File: src/flash_key_pkg.sv
package flash_key_pkg;
  localparam logic [7:0] FLASH_TIMING_SCALE_ADDR = 8'hB6;
  localparam logic [7:0] FLASH_UNLOCK_KEY_ADDR   = 8'hB7;
  localparam logic [7:0] FLASH_TIMING_SCALE_RST  = 8'h80;
  localparam int         ONESHOT_BIT             = 7;
  localparam int         READ_TIME_BIT           = 4;
  localparam logic [7:0] KEY_FIRST               = 8'hA5;
  localparam logic [7:0] KEY_SECOND              = 8'hF1;
  localparam logic [1:0] LOCK_LOCKED             = 2'h0;
  localparam logic [1:0] LOCK_FIRST_SEEN         = 2'h1;
  localparam logic [1:0] LOCK_OPEN               = 2'h2;
  localparam logic [1:0] LOCK_DEAD               = 2'h3;
  typedef enum logic [1:0] {
    KEY_LOCKED,
    KEY_HALF,
    KEY_OPEN,
    KEY_DEAD
  } key_state_t;
endpackage

File: src/flash_read_strobe.sv
`timescale 1ns/100ps
module flash_read_strobe
  import flash_key_pkg::*;
(
  input  wire logic clk_i,
  input  wire logic rst_n_i,
  input  wire logic read_req_i,
  input  wire logic oneshot_en_i,
  output logic      sense_en_o
);
  // One-shot mode pulses the sense amps for the first cycle only; off keeps them on the whole read
  logic read_d_r;

  always_ff @(posedge clk_i or negedge rst_n_i) begin
    if (!rst_n_i) begin
      read_d_r <= 1'b0;
    end else begin
      read_d_r <= read_req_i;
    end
  end

  always_ff @(posedge clk_i or negedge rst_n_i) begin
    if (!rst_n_i) begin
      sense_en_o <= 1'b0;
    end else if (oneshot_en_i) begin
      sense_en_o <= read_req_i & ~read_d_r;
    end else begin
      sense_en_o <= read_req_i;
    end
  end
endmodule

File: src/flash_key_ctrl.sv
`timescale 1ns/100ps
module flash_key_ctrl
  import flash_key_pkg::*;
(
  input  wire logic       clk_i,
  input  wire logic       rst_n_i,
  input  wire logic [7:0] sfr_addr_i,
  input  wire logic [7:0] sfr_wdata_i,
  input  wire logic       sfr_wr_i,
  input  wire logic       sfr_rd_i,
  input  wire logic       program_write_enable_i,
  input  wire logic       xmove_wr_i,
  input  wire logic       flash_read_i,
  output logic [7:0]      sfr_rdata_o,
  output logic            flash_wr_go_o,
  output logic            xram_wr_go_o,
  output logic            flash_locked_o,
  output logic            read_time_select_o,
  output logic            sense_en_o
);
  key_state_t key_r;
  key_state_t key_nxt;
  logic       oneshot_r;
  logic       rtime_r;
  logic       key_wr;
  logic       scale_wr;
  logic       flash_op;

  function automatic logic hit(input logic [7:0] a, input logic [7:0] target);
    hit = (a == target);
  endfunction

  assign key_wr   = sfr_wr_i & hit(sfr_addr_i, FLASH_UNLOCK_KEY_ADDR);
  assign scale_wr = sfr_wr_i & hit(sfr_addr_i, FLASH_TIMING_SCALE_ADDR);
  assign flash_op = xmove_wr_i & program_write_enable_i;

  always_comb begin
    key_nxt = key_r;
    case (key_r)
      KEY_LOCKED: begin
        if (flash_op) begin
          key_nxt = KEY_DEAD;
        end else if (key_wr) begin
          key_nxt = (sfr_wdata_i == KEY_FIRST) ? KEY_HALF : KEY_DEAD;
        end
      end
      KEY_HALF: begin
        if (flash_op) begin
          key_nxt = KEY_DEAD;
        end else if (key_wr) begin
          key_nxt = (sfr_wdata_i == KEY_SECOND) ? KEY_OPEN : KEY_DEAD;
        end
      end
      KEY_OPEN: begin
        // Another key write while open is a misordered key and kills access
        if (flash_op) begin
          key_nxt = KEY_LOCKED;
        end else if (key_wr) begin
          key_nxt = KEY_DEAD;
        end
      end
      KEY_DEAD: key_nxt = KEY_DEAD;
      default:  key_nxt = KEY_DEAD;
    endcase
  end

  always_ff @(posedge clk_i or negedge rst_n_i) begin
    if (!rst_n_i) begin
      key_r <= KEY_LOCKED;
    end else begin
      key_r <= key_nxt;
    end
  end

  always_ff @(posedge clk_i or negedge rst_n_i) begin
    if (!rst_n_i) begin
      oneshot_r <= FLASH_TIMING_SCALE_RST[ONESHOT_BIT];
      rtime_r   <= FLASH_TIMING_SCALE_RST[READ_TIME_BIT];
    end else if (scale_wr) begin
      oneshot_r <= sfr_wdata_i[ONESHOT_BIT];
      rtime_r   <= sfr_wdata_i[READ_TIME_BIT];
    end
  end

  always_ff @(posedge clk_i or negedge rst_n_i) begin
    if (!rst_n_i) begin
      sfr_rdata_o <= 8'h00;
    end else if (sfr_rd_i) begin
      sfr_rdata_o <= 8'h00;
      if (hit(sfr_addr_i, FLASH_TIMING_SCALE_ADDR)) begin
        sfr_rdata_o[ONESHOT_BIT]   <= oneshot_r;
        sfr_rdata_o[READ_TIME_BIT] <= rtime_r;
      end else if (hit(sfr_addr_i, FLASH_UNLOCK_KEY_ADDR)) begin
        case (key_r)
          KEY_LOCKED: sfr_rdata_o[1:0] <= LOCK_LOCKED;
          KEY_HALF:   sfr_rdata_o[1:0] <= LOCK_FIRST_SEEN;
          KEY_OPEN:   sfr_rdata_o[1:0] <= LOCK_OPEN;
          default:    sfr_rdata_o[1:0] <= LOCK_DEAD;
        endcase
      end
    end
  end

  always_ff @(posedge clk_i or negedge rst_n_i) begin
    if (!rst_n_i) begin
      flash_wr_go_o      <= 1'b0;
      xram_wr_go_o       <= 1'b0;
      flash_locked_o     <= 1'b1;
      read_time_select_o <= FLASH_TIMING_SCALE_RST[READ_TIME_BIT];
    end else begin
      flash_wr_go_o      <= flash_op & (key_r == KEY_OPEN);
      xram_wr_go_o       <= xmove_wr_i & ~program_write_enable_i;
      flash_locked_o     <= (key_nxt != KEY_OPEN);
      read_time_select_o <= rtime_r;
    end
  end

  flash_read_strobe u_strobe (
    .clk_i        (clk_i),
    .rst_n_i      (rst_n_i),
    .read_req_i   (flash_read_i),
    .oneshot_en_i (oneshot_r),
    .sense_en_o   (sense_en_o)
  );
endmodule

File: config.mk
export PLATFORM = sky130hd
export DESIGN_NAME = flash_key_ctrl
export DESIGN_NICKNAME = d
export VERILOG_FILES = /design/src/flash_key_pkg.sv /design/src/flash_read_strobe.sv /design/src/flash_key_ctrl.sv
export SDC_FILE = /design/constraint.sdc
export NUM_CORES = 1
export LEC_CHECK = 0
export BUFFER_PORTS_ARGS = -buffer_cell sky130_fd_sc_hd__buf_4
export CELL_PAD_IN_SITES_DETAIL_PLACEMENT = 0
export CELL_PAD_IN_SITES_GLOBAL_PLACEMENT = 2
export CORE_ASPECT_RATIO = 1.25
export CORE_MARGIN = 2
export CORE_UTILIZATION = 25
export CTS_CLUSTER_SIZE = 28
export DETAILED_ROUTE_END_ITERATION = 10
export HOLD_SLACK_MARGIN = 0.12
export PLACE_DENSITY_LB_ADDON = 0.1
export SLEW_MARGIN = 20
export SYNTH_ARGS = -nofsm -noshare
export SYNTH_HDL_FRONTEND = slang
export SYNTH_SLANG_ARGS = --single-unit
File: constraint.sdc
create_clock -name clk_i -period 1.2 [get_ports clk_i]
set_input_delay 0.12 -clock clk_i [delete_from_list [all_inputs] [get_ports clk_i]]
set_output_delay 0.12 -clock clk_i [all_outputs]
set_load 0.01 [all_outputs]
Word level (Yosys, flattened, before mapping)
Cells that the tools add are included.
{"block": "word_totals", "ff_bits": 14, "in_bits": 23}
{"block": "classes", "n_mux": 15, "eq_ne": 8, "n_bitwise": 8, "n_reduce_logical": 1}
{"op": "$eq A8 B8 Y1 const B", "n": 4}
{"op": "$mux W2", "n": 9}
{"op": "$pmux W2 S4", "n": 1}
{"op": "$and A1 B1 Y1", "n": 6}
{"op": "$pmux W2 S3", "n": 1}
{"op": "$eq A2 B2 Y1 const B", "n": 2}
{"op": "$mux W1", "n": 4}
{"op": "$eq A2 B1 Y1 const B", "n": 1}
{"op": "$logic_not A2 Y1", "n": 1}
{"op": "$ne A2 B2 Y1 const B", "n": 1}
{"op": "$not A1 Y1", "n": 2}

Depth between registers and ports, before layout
Gate-level depths: netlist of the first run.
{"block": "depth", "ltp_word": 6, "ltp_mapped": 5, "depth_no_buf": 4}

By module
From an unflattened synthesis of the first run, not the netlist that was laid out.
{"block": "hier_totals", "hier_cells": 60, "area_unflattened_um2": 704.4}
{"module": "flash_key_ctrl", "n_inst": 1, "cells_each": 57, "seq_area_each_um2": 302.8, "area_each_um2": 643.1}
{"module": "flash_read_strobe", "n_inst": 1, "cells_each": 3, "seq_area_each_um2": 50.0, "area_each_um2": 61.3}

Worst setup path before layout of the first run
Ideal clock, no wire load.
{"block": "synth_timing", "kind": "register to register", "from": "register key_r[1]", "to": "register flash_locked_o", "required_time_ns": 1.118, "stages_incl_launch_ff": 5, "path_slack_ns": 0.096, "setup_time_ns": 0.082, "arrival_time_ns": 1.023, "path_cell_list": "dfrtp_1 -> a21o_1 -> nor4_4 -> a32oi_2 -> nand2b_1"}
{"item": "from (decl)", "line_no": "flash_key_ctrl.sv:21", "text": "key_state_t key_r;"}
{"item": "from (signal assigned)", "line_no": "flash_key_ctrl.sv:71", "text": "key_r <= key_nxt;"}
{"item": "$eq A2 B2 Y1, or another cell as far along", "line_no": "flash_key_ctrl.sv:39", "text": "case (key_r)"}
{"item": "$pmux W2 S4 (*)", "line_no": "flash_key_ctrl.sv:39"}
{"item": "via key_nxt[0]", "line_no": "flash_key_ctrl.sv:22", "text": "key_state_t key_nxt;"}
{"item": "$ne A2 B2 Y1 (*)", "line_no": "flash_key_ctrl.sv:113", "text": "flash_locked_o <= (key_nxt != KEY_OPEN);"}
{"item": "to (signal assigned)", "line_no": "flash_key_ctrl.sv:113"}
{"item": "to (decl)", "line_no": "flash_key_ctrl.sv:17", "text": "output logic flash_locked_o,"}
The timed path passes the listed nets; every way through them passes the cells marked *.
A chain may end at the register's enable or synchronous reset.

Worst setup path in the final report of the first run
{"block": "layout_timing", "from": "register key_r[1]", "to": "register flash_locked_o"}
{"block": "layout_between", "elab_chain_len": 4}
{"item": "$mux W2 (on tied branches)", "line_no": "flash_key_ctrl.sv:58, flash_key_ctrl.sv:50, flash_key_ctrl.sv:43"}
{"item": "$mux W2 (on tied branches)", "line_no": "flash_key_ctrl.sv:56, flash_key_ctrl.sv:48, flash_key_ctrl.sv:41"}
{"item": "$pmux W2 S4 (*)", "line_no": "flash_key_ctrl.sv:39"}
{"item": "via key_nxt[1]", "line_no": "flash_key_ctrl.sv:22"}
{"item": "$ne A2 B2 Y1 (*)", "line_no": "flash_key_ctrl.sv:113"}
Marks and branches as above.

==> reports/qor.csv, run 1 <==
stage;metric;value;unit
floorplanning;rows;21;
global_route;first_global_vias;579;
final_layout;diodes;0;
yosys;synth_top_area_cell;dfrtp_1;
sta;setup_tns;-0.0396;ns
clocking;cts_tree;done;
worst_setup_path;critPathRequiredTime;1.42;ns
final_layout;synthToLayoutAreaGrowth;53.3;%
outcome;violations;setup timing;
global_route;grt_overflow;0;
worst_setup_path;endpoint;flash_locked_o;
worst_setup_path;reg2reg_to;flash_locked_o;
floorplanning;die_height;61.9;microns
drt;wl_per_cell;11.3;microns
clocking;clk_latency;0.27;ns
drt;drcViolationCount;0;
worst_setup_path;cp-end-kind;register;
worst_setup_path;critPathKind;register to register;
job;drv_cap;0;
drt;wl;1.51;mm
yosys;ys_seq_area_share;52.7;%
worst_setup_path;start_kind;register;
sta;setup-violations-final;2;
floorplanning;floorplan.initialDensity;25.7;%
sta;slew_violations;0;
outcome;status;finished, violations left;
clocking;cts.reportedPaths.clkPinSlew;0.08;ns
placement;gp_congestion;0.774;
power;share_comb_of_total_power;22.0;%
power;p_int;835;uW
min_path;hold_class;input port to register;
worst_setup_path;reg2reg_slack;-0.03;ns
power;power.share.clock;29.7;%
yosys;synth_top_flop_cell;dfrtp_1;
power;peakVddDrop;0.493;mV
drt;drtAntennaViolNets;0;
placement;portBuffers;31;
worst_setup_path;r2r-start;key_r[1];
floorplanning;coreArea;2600;sq um
yosys;synth_edf_count;0;
clocking;cts-root-buf;clkbuf_4;
clocking;cts_resized;0;
yosys;yosys_register_bits;14;
yosys;synth_area;669;sq um
sta;worst_slack;-0.0295;ns
power;switching_share;25.0;%
yosys;synth_warnings;0;
yosys;async_flop_share;100;%
final_layout;nets;123;
clocking;cts_max_path_buffers;2;
final_layout;final.fill_count;273;
drt;vias;564;
clocking;numCtsBuffers;3;
placement;post-place-cells;122;
worst_setup_path;arrival;1.45;ns
yosys;postSynthCellCount;58;
drt;viasPerCell;4.24;
yosys;synth_most_common_cell;dfrtp_1;
yosys;synth.avg_cell_area;11.5;sq um
drt;drt-initial-drc-count;1;
power;p_switching;278;uW
global_route;antenna_found_initial;0;
clocking;h-tree-depth;1;
sta;final.setup_skew;0.000343;ns
yosys;ys_top_cells_by_count;dfrtp_1 (12), inv_1 (8), buf_4 (4), o22ai_1 (4), nand3_1 (3);
sta;fmax;813;MHz
yosys;synth.area.top_cells;dfrtp_1 (45%), dfstp_2 (7.9%), buf_4 (4.5%);
sta;rsz0062_at_grt;yes;
global_route;grt_max_degree;15;
floorplanning;io_pins;36;
power;p_per_area;1080;nW/um^2
sta;layout_min_cycle_time;1.23;ns
sta;fin_crit_sh;102;%
worst_setup_path;startpoint;key_r[1];
global_route;grt_use_total;11.2;%
worst_setup_path;ff2ff_path_depth;4;
final_layout;instances_no_fill;133;
worst_setup_path;crit_fanout;3;
final_layout;layout-drive-gt1-share;47.5;%
yosys;yosysUniqueCellTypes;27;
power;seq_power_share;48.4;%
global_route;grt_pass1_wl;2.48;mm
floorplanning;die_x;50.3;microns
drt;drt_pass1_iterations;2;
yosys;synth_top_area_share;44.9;%
power;p_leak;0.000483;uW
clocking;cts.sinks;14;
sta;hold_viol;0;
floorplanning;dieArea;3110;sq um
[through the flow]
stage               utilization, %  hold WS (ns)  cell area (sq um)  worst slack, ns  total power (uW)
floorplan                        -        -0.176                681           0.0956               658
global route                  39.4         0.146               1030           -0.124              1190
finish                        39.4         0.150               1030          -0.0295              1110
global placement              35.4       -0.0169                922           0.0263               768
detailed placement            35.4       -0.0177                922         -0.00491               773
CTS                           39.2         0.139               1020          -0.0174              1130
[worst max-delay path: stages (launching register included)]
cell	delay (ns)
dfrtp_1	0.38
a21o_1	0.20
nor4_1	0.34
a211oi_2	0.15
nand2b_1	0.10
[layout by cell type, fill, tap and decap left out, drive strengths merged]
cell         instances
nor2                 1
and4b                2
a21boi               1
and4bb               1
dlygate4sd3          6
nor3                 1
nand2b               2
inv                  8
mux2                 2
buf                 33
conb                 4
a32oi                1
nand2                2
nand4                1
a31oi                2
a211oi               1
and3                 1
o22ai                4
clkbuf               4
nor4                 2
nor2b                1
dfstp                2
nand4b               1
a21o                 1
nand3                3
dfrtp               12
[what timing repair did]
item | in CTS | in global routing
hold endpoints to repair | 23 | 0
endpoints found under the setup margin | 1 | 2
hold buffers | 6 | 0
setup buffers | 0 | 1
[worst min path at each step]
| stage | cells after the start | endpoint | start |
|---|---|---|---|
| after floorplan | 0 | flash_wr_go_o | rst_n_i |
| after global placement | 1 | key_r[0] | rst_n_i |
| after detailed placement | 1 | key_r[0] | rst_n_i |
| after CTS | 3 | key_r[0] | sfr_wr_i |
| after global routing | 3 | key_r[0] | sfr_wr_i |
| final | 3 | key_r[0] | sfr_wr_i |
[kinds of logic after synthesis]
group / Yosys count / synth area share [%]
and+or+nand+nor: 18 / 20.6
DFF: 14 / 52.7
buffers and inverters: 13 / 10.7
AOI/OAI and AO/OA: 10 / 12.1
muxes: 2 / 3.36
other: 1 / 0.560
[power by group through the flow]
stage	Sequential (uW)	Combinational, uW	Clock (uW)
2_1_floorplan	552	106	0
3_3_place_gp	546	221	0
3_5_place_dp	549	224	0
4_1_cts	540	240	347
5_1_grt	545	272	372
6_report	538	244	330
[final cells by class]
cell class / count / area [sq um] / area share [%]
clock buffer: 4 / 36.3 / 3.54
sequential: 14 / 353 / 34.4
inverter: 8 / 30.0 / 2.93
multi-input combinational: 34 / 256 / 25.0
timing repair buffer: 39 / 308 / 30.0
tap: 34 / 42.5 / 4.15
[sequential cells by signal, summed over array words and instances, names as in the netlist]
name	count
flash_locked_o	1
flash_wr_go_o	1
key_r	2
oneshot_r	1
read_time_select_o	1
rtime_r	1
sfr_rdata_o	4
u_strobe.read_d_r	1
u_strobe.sense_en_o	1
xram_wr_go_o	1
[layer usage]
metal	vias up	wire length, microns	track usage [%]
li1	280	-	-
met1	258	565	12.3
met2	24	811	19.4
met3	2	102	2.15
met4	0	27	8.33
met5	-	0	0
No activity file was read; power rests on OpenSTA's default activity.
==> inputs of run 2 (changes only) <==
--- a/config.mk
+++ b/config.mk
@@ -14,7 +14,8 @@
 export CTS_CLUSTER_SIZE = 28
 export DETAILED_ROUTE_END_ITERATION = 10
 export HOLD_SLACK_MARGIN = 0.12
-export PLACE_DENSITY_LB_ADDON = 0.1
+export PLACE_DENSITY = 0.8
+export SETUP_SLACK_MARGIN = 0.3
 export SLEW_MARGIN = 20
 export SYNTH_ARGS = -nofsm -noshare
 export SYNTH_HDL_FRONTEND = slang
==> constraint.sdc (replaced) <==
create_clock -name clk_i -period 1.3 [get_ports clk_i]
set_input_delay 0.13 -clock clk_i [delete_from_list [all_inputs] [get_ports clk_i]]
set_output_delay 0.13 -clock clk_i [all_outputs]
set_load 0.01 [all_outputs]
==> run 2 against run 1 <==
  * The flow now finishes without violations
  * Worst setup slack improved by 0.16 ns
  * Core utilization fell by 0.24 points
  * Non-clock buffer count decreased by 2
  * Register-to-register slack improved by 0.16 ns
  * Clock skew increased by 0.0037 ns
  * Clock power fell by 7.6%
  * Final area down 0.61%
  * Power fell by 8.2%
  * Critical endpoint unchanged
  * Largest power group unchanged
==> reports/qor.csv, run 2 (synthesis results as in run 1) <==
stage;metric;value;unit;change
global_route;antenna_found_initial;0;;unchanged
final_layout;top_register;sfr_rdata_o;;
final_layout;instances_no_fill;131;;-1.5%
placement;gp_congestion;0.786;;+1.6%
min_path;hold_class;input port to register;;
sta;rsz0062_at_grt;yes;;
clocking;numCtsBuffers;3;;unchanged
final_layout;largest_reg_flops;4;;unchanged
global_route;grt_pass1_wl;2.36;mm;-5.0%
worst_setup_path;cpPeakStageDelay;0.38;ns;about the same
final_layout;nets;121;;-1.6%
sta;setup_tns;0;ns;+0.0396 ns
worst_setup_path;start_kind;register;;
global_route;grt_use_total;10.5;%;-0.71 points
worst_setup_path;cp-end-kind;register;;
clocking;cts_tree;done;;
sta;fmax;858;MHz;+5.5%
worst_setup_path;critical_path_depth;4;;unchanged
sta;layout_min_cycle_time;1.16;ns;-0.0646 ns
worst_setup_path;reg2reg_to;flash_locked_o;;
worst_setup_path;r2r-start;key_r[1];;
power;peakVddDrop;0.265;mV;-46%
clocking;cts-root-buf;clkbuf_4;;
sta;fin_crit_sh;89.6;%;-13 points
clocking;cts_max_path_buffers;2;;unchanged
worst_setup_path;arrival;1.38;ns;-0.07 ns
worst_setup_path;cp_cell_sequence;a21o_1 -> nor4_4 -> a32oi_2 -> nand2b_1;;
final_layout;utilization;39.2;%;-0.24 points
final_layout;final_cell_mix;buf_4 (30), dfrtp_1 (12), inv_1 (8);;
global_route;grt_max_degree;15;;unchanged
worst_setup_path;critPathKind;register to register;;
floorplanning;floorplan.initialDensity;25.7;%;unchanged
outcome;status;finished clean;;
placement;post_dp_cell_area;915;sq um;-0.81%
sta;setup-violations-final;0;;-2
worst_setup_path;critPathBufInv;0;;unchanged
sta;slew_violations;0;;unchanged
drt;drt_pass1_iterations;4;;+2
floorplanning;dieArea;3110;sq um;unchanged
clocking;clk_latency;0.28;ns;about the same
floorplanning;io_pins;36;;unchanged
drt;viasPerCell;4.33;;+2.1%
worst_setup_path;endpoint;flash_locked_o;;
worst_setup_path;critical_path.top_delay_family;flip-flops;;
sta;hold_ws;0.156;ns;+0.00638 ns
worst_setup_path;crit_fanout;3;;unchanged
sta;final.setup_skew;0.00400;ns;+0.00365 ns
global_route;first_global_vias;545;;-5.9%
final_layout;synthToLayoutAreaGrowth;52.3;%;
final_layout;final_area;1020;sq um;-0.61%
worst_setup_path;cpMaxStageDelayCell;dfrtp_1;;
clocking;postCtsSetupBuffers;0;;unchanged
power;p_per_area;1000;nW/um^2;-7.6%
drt;wl;1.43;mm;-5.0%
final_layout;diodes;0;;unchanged
floorplanning;coreArea;2600;sq um;unchanged
clocking;cts.reportedPaths.clkPinSlew;0.08;ns;about the same
job;drv_cap;0;;unchanged
floorplanning;die_height;61.9;microns;unchanged
placement;portBuffers;31;;unchanged
global_route;grt_overflow;0;;unchanged
worst_setup_path;startpoint;key_r[1];;
worst_setup_path;critPathRequiredTime;1.51;ns;+0.09 ns
drt;drcViolationCount;0;;unchanged
drt;vias;567;;+0.53%
final_layout;reg_top3;sfr_rdata_o x4, key_r x2;;
worst_setup_path;ff2ff_path_depth;4;;unchanged
drt;drt-initial-drc-count;9;;+8
clocking;h-tree-depth;1;;unchanged
placement;post-place-cells;121;;-0.82%
drt;drtAntennaViolNets;0;;unchanged
final_layout;layout_commonest_cell;buf_4;;
drt;wl_per_cell;10.9;microns;-3.6%
worst_setup_path;reg2reg_slack;0.14;ns;+0.16 ns
placement;dp_hpwl;1.17;mm;
clocking;cts.sinks;14;;unchanged
final_layout;layout-drive-gt1-share;47.4;%;-0.052 points
floorplanning;die_x;50.3;microns;unchanged
floorplanning;rows;21;;unchanged
power;p_leak;0.000476;uW;-1.5%
sta;hold_viol;0;;unchanged
-- run 2: layer usage --
metal	global-route usage, %	up-vias	wire length, microns
met2	18.0	20	787
met5	0	-	0
met3	0.957	0	76
li1	-	277	-
met1	12.1	270	567
met4	8.33	0	0
-- run 2: worst reg2reg max path, cell delays in order (launching register included) --
cell      delay, ns
dfrtp_1        0.38
a21o_1         0.20
nor4_4         0.24
a32oi_2        0.13
nand2b_1       0.15
-- run 2: repair_timing --
item,CTS,global route
pin swaps,1,0
hold buffers,6,0
setup endpoints to repair,4,5
endpoints found under the hold margin,23,0
gates resized for setup,1,1
-- run 2: layout make-up --
type	instances	area, sq um
Fill cell	264	1580
Sequential cell	14	353
Timing Repair Buffer	37	297
Multi-Input combinational cell	34	262
Tap cell	34	42.5
Clock buffer	4	36.3
Inverter	8	30.0
-- run 2: how the worst min path moves through the flow --
stage / end / startpoint / cells after the start / slack (ns)
4_1_cts: key_r[0] / sfr_wr_i / 3 / 0.16
3_5_place_dp: flash_wr_go_o / rst_n_i / 1 / -0.01
2_1_floorplan: flash_wr_go_o / rst_n_i / 0 / -0.17
3_3_place_gp: xram_wr_go_o / rst_n_i / 1 / -0.02
5_1_grt: key_r[0] / sfr_wr_i / 3 / 0.16
6_report: key_r[0] / sfr_wr_i / 3 / 0.16
-- run 2: power by group --
part / internal, uW / switching [uW] / leakage (uW)
combinational: 120 / 97.8 / 0.000281
clock: 170 / 134 / 0.0000210
sequential: 478 / 21.3 / 0.000174
total: 769 / 254 / 0.000476
-- run 2: metrics by stage --
step	setup slack (ns)	total power, uW
after detailed placement	0.126	704
after floorplan	0.199	607
final	0.135	1020
after CTS	0.126	1030
after global placement	0.143	703
after global routing	0.0633	1090
==> inputs of run 3 (changes only) <==
--- a/config.mk
+++ b/config.mk
@@ -14,9 +14,9 @@
 export CTS_CLUSTER_SIZE = 28
 export DETAILED_ROUTE_END_ITERATION = 10
 export HOLD_SLACK_MARGIN = 0.12
-export PLACE_DENSITY = 0.8
-export SETUP_SLACK_MARGIN = 0.3
+export PLACE_DENSITY_LB_ADDON = 0.1
 export SLEW_MARGIN = 20
 export SYNTH_ARGS = -nofsm -noshare
 export SYNTH_HDL_FRONTEND = slang
 export SYNTH_SLANG_ARGS = --single-unit
+export TNS_END_PERCENT = 100
==> run 3 against run 2 <==
  * Core utilization barely moved
  * Final area rose by 0.12%
  * Critical path depth did not move
  * Die area did not move
  * Maximum frequency fell by 5.4%
  * Register-to-register slack barely moved
  * Power barely moved
  * Critical endpoint is now xram_wr_go_o
  * Largest power group unchanged
==> reports/qor.csv, run 3 (synthesis results as in run 1) <==
stage;metric;value;unit;change
drt;viasPerCell;4.26;;-1.6%
global_route;grt_overflow;0;;unchanged
floorplanning;die_height;61.9;microns;unchanged
power;p_per_area;1000;nW/um^2;-0.21%
clocking;cts.reportedPaths.clkPinSlew;0.09;ns;about the same
clocking;postCtsSetupBuffers;0;;unchanged
worst_setup_path;cp_common_cell;dlygate4sd3_1;;
clocking;cts_max_path_buffers;2;;unchanged
worst_setup_path;arrival;1.45;ns;+0.07 ns
worst_setup_path;critPathRequiredTime;1.51;ns;about the same
sta;setup_tns;0;ns;unchanged
sta;hold_ws;0.168;ns;+0.0116 ns
final_layout;top_register;sfr_rdata_o;;
final_layout;diodes;0;;unchanged
final_layout;final_cell_mix;buf_4 (31), dfrtp_1 (12), inv_1 (8);;
power;p_int;764;uW;-0.56%
worst_setup_path;start_kind;input port;;
placement;dp_hpwl;1.18;mm;+1.3%
final_layout;reg_top3;sfr_rdata_o x4, key_r x2;;
clocking;clk_latency;0.27;ns;about the same
power;total_power;1020;uW;about the same
drt;wl_met2;710;microns;-9.8%
clocking;cts_tree;done;;
drt;m1WireLength;620;microns;+9.3%
outcome;status;finished clean;;
clocking;cts.sinks;14;;unchanged
placement;gp_congestion;0.781;;-0.71%
floorplanning;rows;21;;unchanged
worst_setup_path;cp_cell_sequence;buf_4 -> dlygate4sd3_1 -> nor2b_1 -> dlygate4sd3_1;;
final_layout;synthToLayoutAreaGrowth;52.5;%;
final_layout;layout-drive-gt1-share;45.9;%;-1.5 points
floorplanning;coreArea;2600;sq um;unchanged
sta;setup-violations-final;0;;unchanged
clocking;h-tree-depth;1;;unchanged
final_layout;final.fill_count;273;;+3.4%
job;drv_cap;0;;unchanged
drt;drt_pass1_iterations;2;;-2
worst_setup_path;cpMaxStageDelayCell;dlygate4sd3_1;;
clocking;cts-root-buf;clkbuf_4;;
drt;drtAntennaViolNets;0;;unchanged
worst_setup_path;critPathKind;input port to register;;
worst_setup_path;cpPeakStageDelay;0.55;ns;+0.17 ns
global_route;grt_use_total;11.0;%;+0.57 points
drt;vias;562;;-0.88%
global_route;grt_max_degree;15;;unchanged
drt;drt-initial-drc-count;11;;+2
placement;portBuffers;31;;unchanged
drt;wl;1.45;mm;+1.4%
global_route;first_global_vias;565;;+3.7%
global_route;antenna_found_initial;0;;unchanged
floorplanning;io_pins;36;;unchanged
floorplanning;dieArea;3110;sq um;unchanged
sta;fin_crit_sh;94.7;%;+5.1 points
sta;final.setup_skew;0.00188;ns;-0.00212 ns
final_layout;largest_reg_flops;4;;unchanged
min_path;hold_class;input port to register;;
power;power.share.clock;30.4;%;+0.6 points
power;seq_power_share;48.6;%;-0.2 points
clocking;numCtsBuffers;3;;unchanged
final_layout;layout_commonest_cell;buf_4;;
sta;rsz0062_at_grt;no;;
power;switching_share;25.2;%;+0.36 points
floorplanning;floorplan.initialDensity;25.7;%;unchanged
global_route;grt_pass1_wl;2.50;mm;+5.8%
drt;wl_per_cell;11.0;microns;+0.63%
drt;dr.max_layer_used;met4;;
drt;drcViolationCount;0;;unchanged
power;p_switching;257;uW;+1.4%
floorplanning;die_x;50.3;microns;unchanged
drt;wl_met3;92;microns;+21%
power;p_leak;0.000477;uW;+0.35%
worst_setup_path;crit_fanout;4;;+1
final_layout;nets;122;;+0.83%
worst_setup_path;cp-end-kind;register;;
sta;hold_viol;0;;unchanged
power;share_comb_of_total_power;21.1;%;-0.2 points
sta;slew_violations;0;;unchanged
sta;fmax;812;MHz;-5.4%
power;peakVddDrop;0.352;mV;+33%
final_layout;utilization;39.2;%;+0.048 points
sta;layout_min_cycle_time;1.23;ns;+0.0668 ns
run 3: power groups by stage:
stage | clock network, uW | logic (uW) | registers (uW)
floorplan | 0 | 97.7 | 510
global placement | 0 | 204 | 504
detailed placement | 0 | 203 | 505
CTS | 328 | 220 | 496
global route | 346 | 240 | 502
finish | 310 | 215 | 496
run 3: per-stage QoR:
stage | cells | setup slack [ns] | cell area [sq um]
after global placement | 121 | 0.0702 | 915
after detailed placement | 121 | 0.0819 | 915
final | 132 | 0.0683 | 1020
after floorplan | 61 | 0.196 | 681
after global routing | 132 | 0.00582 | 1020
after CTS | 132 | 0.0849 | 1020
run 3: worst paths after layout:
| check | slack [ns] | cells after the start | to | from |
|---|---|---|---|---|
| min in group asynchronous | 0.23 | 2 | sfr_rdata_o[0] | rst_n_i |
| worst min-delay path | 0.17 | 3 | key_r[0] | sfr_wr_i |
| max in group asynchronous | 0.83 | 2 | oneshot_r | rst_n_i |
| worst min register to register | 0.41 | 0 | read_time_select_o | rtime_r |
| worst max register to register | 0.13 | 4 | flash_locked_o | key_r[1] |
| worst max-delay path | 0.07 | 4 | xram_wr_go_o | program_write_enable_i |
run 3: timing repair:
| action | CTS | global route |
|---|---|---|
| endpoints found under the hold margin | 23 | 0 |
| hold buffers | 7 | 0 |
| resized for setup | 0 | 0 |
run 3: critical path, delay by kind of cell:
family	cells	cell delay (ns)
buffers and inverters	3	1.21
AND/OR/NAND/NOR	1	0.10
run 3: layout make-up:
class | count | area (sq um) | share of cell area [%]
Timing Repair Buffer | 38 | 303 | 29.7
Inverter | 8 | 30.0 | 2.94
Multi-Input combinational cell | 34 | 256 | 25.1
Sequential cell | 14 | 353 | 34.6
Tap cell | 34 | 42.5 | 4.17
Clock buffer | 4 | 36.3 | 3.55
run 3: per-layer routing:
layer | up-vias | global-route usage [%]
met5 | - | 0
met4 | 0 | 8.33
met3 | 2 | 1.44
met2 | 24 | 16.4
met1 | 257 | 14.8
li1 | 279 | -
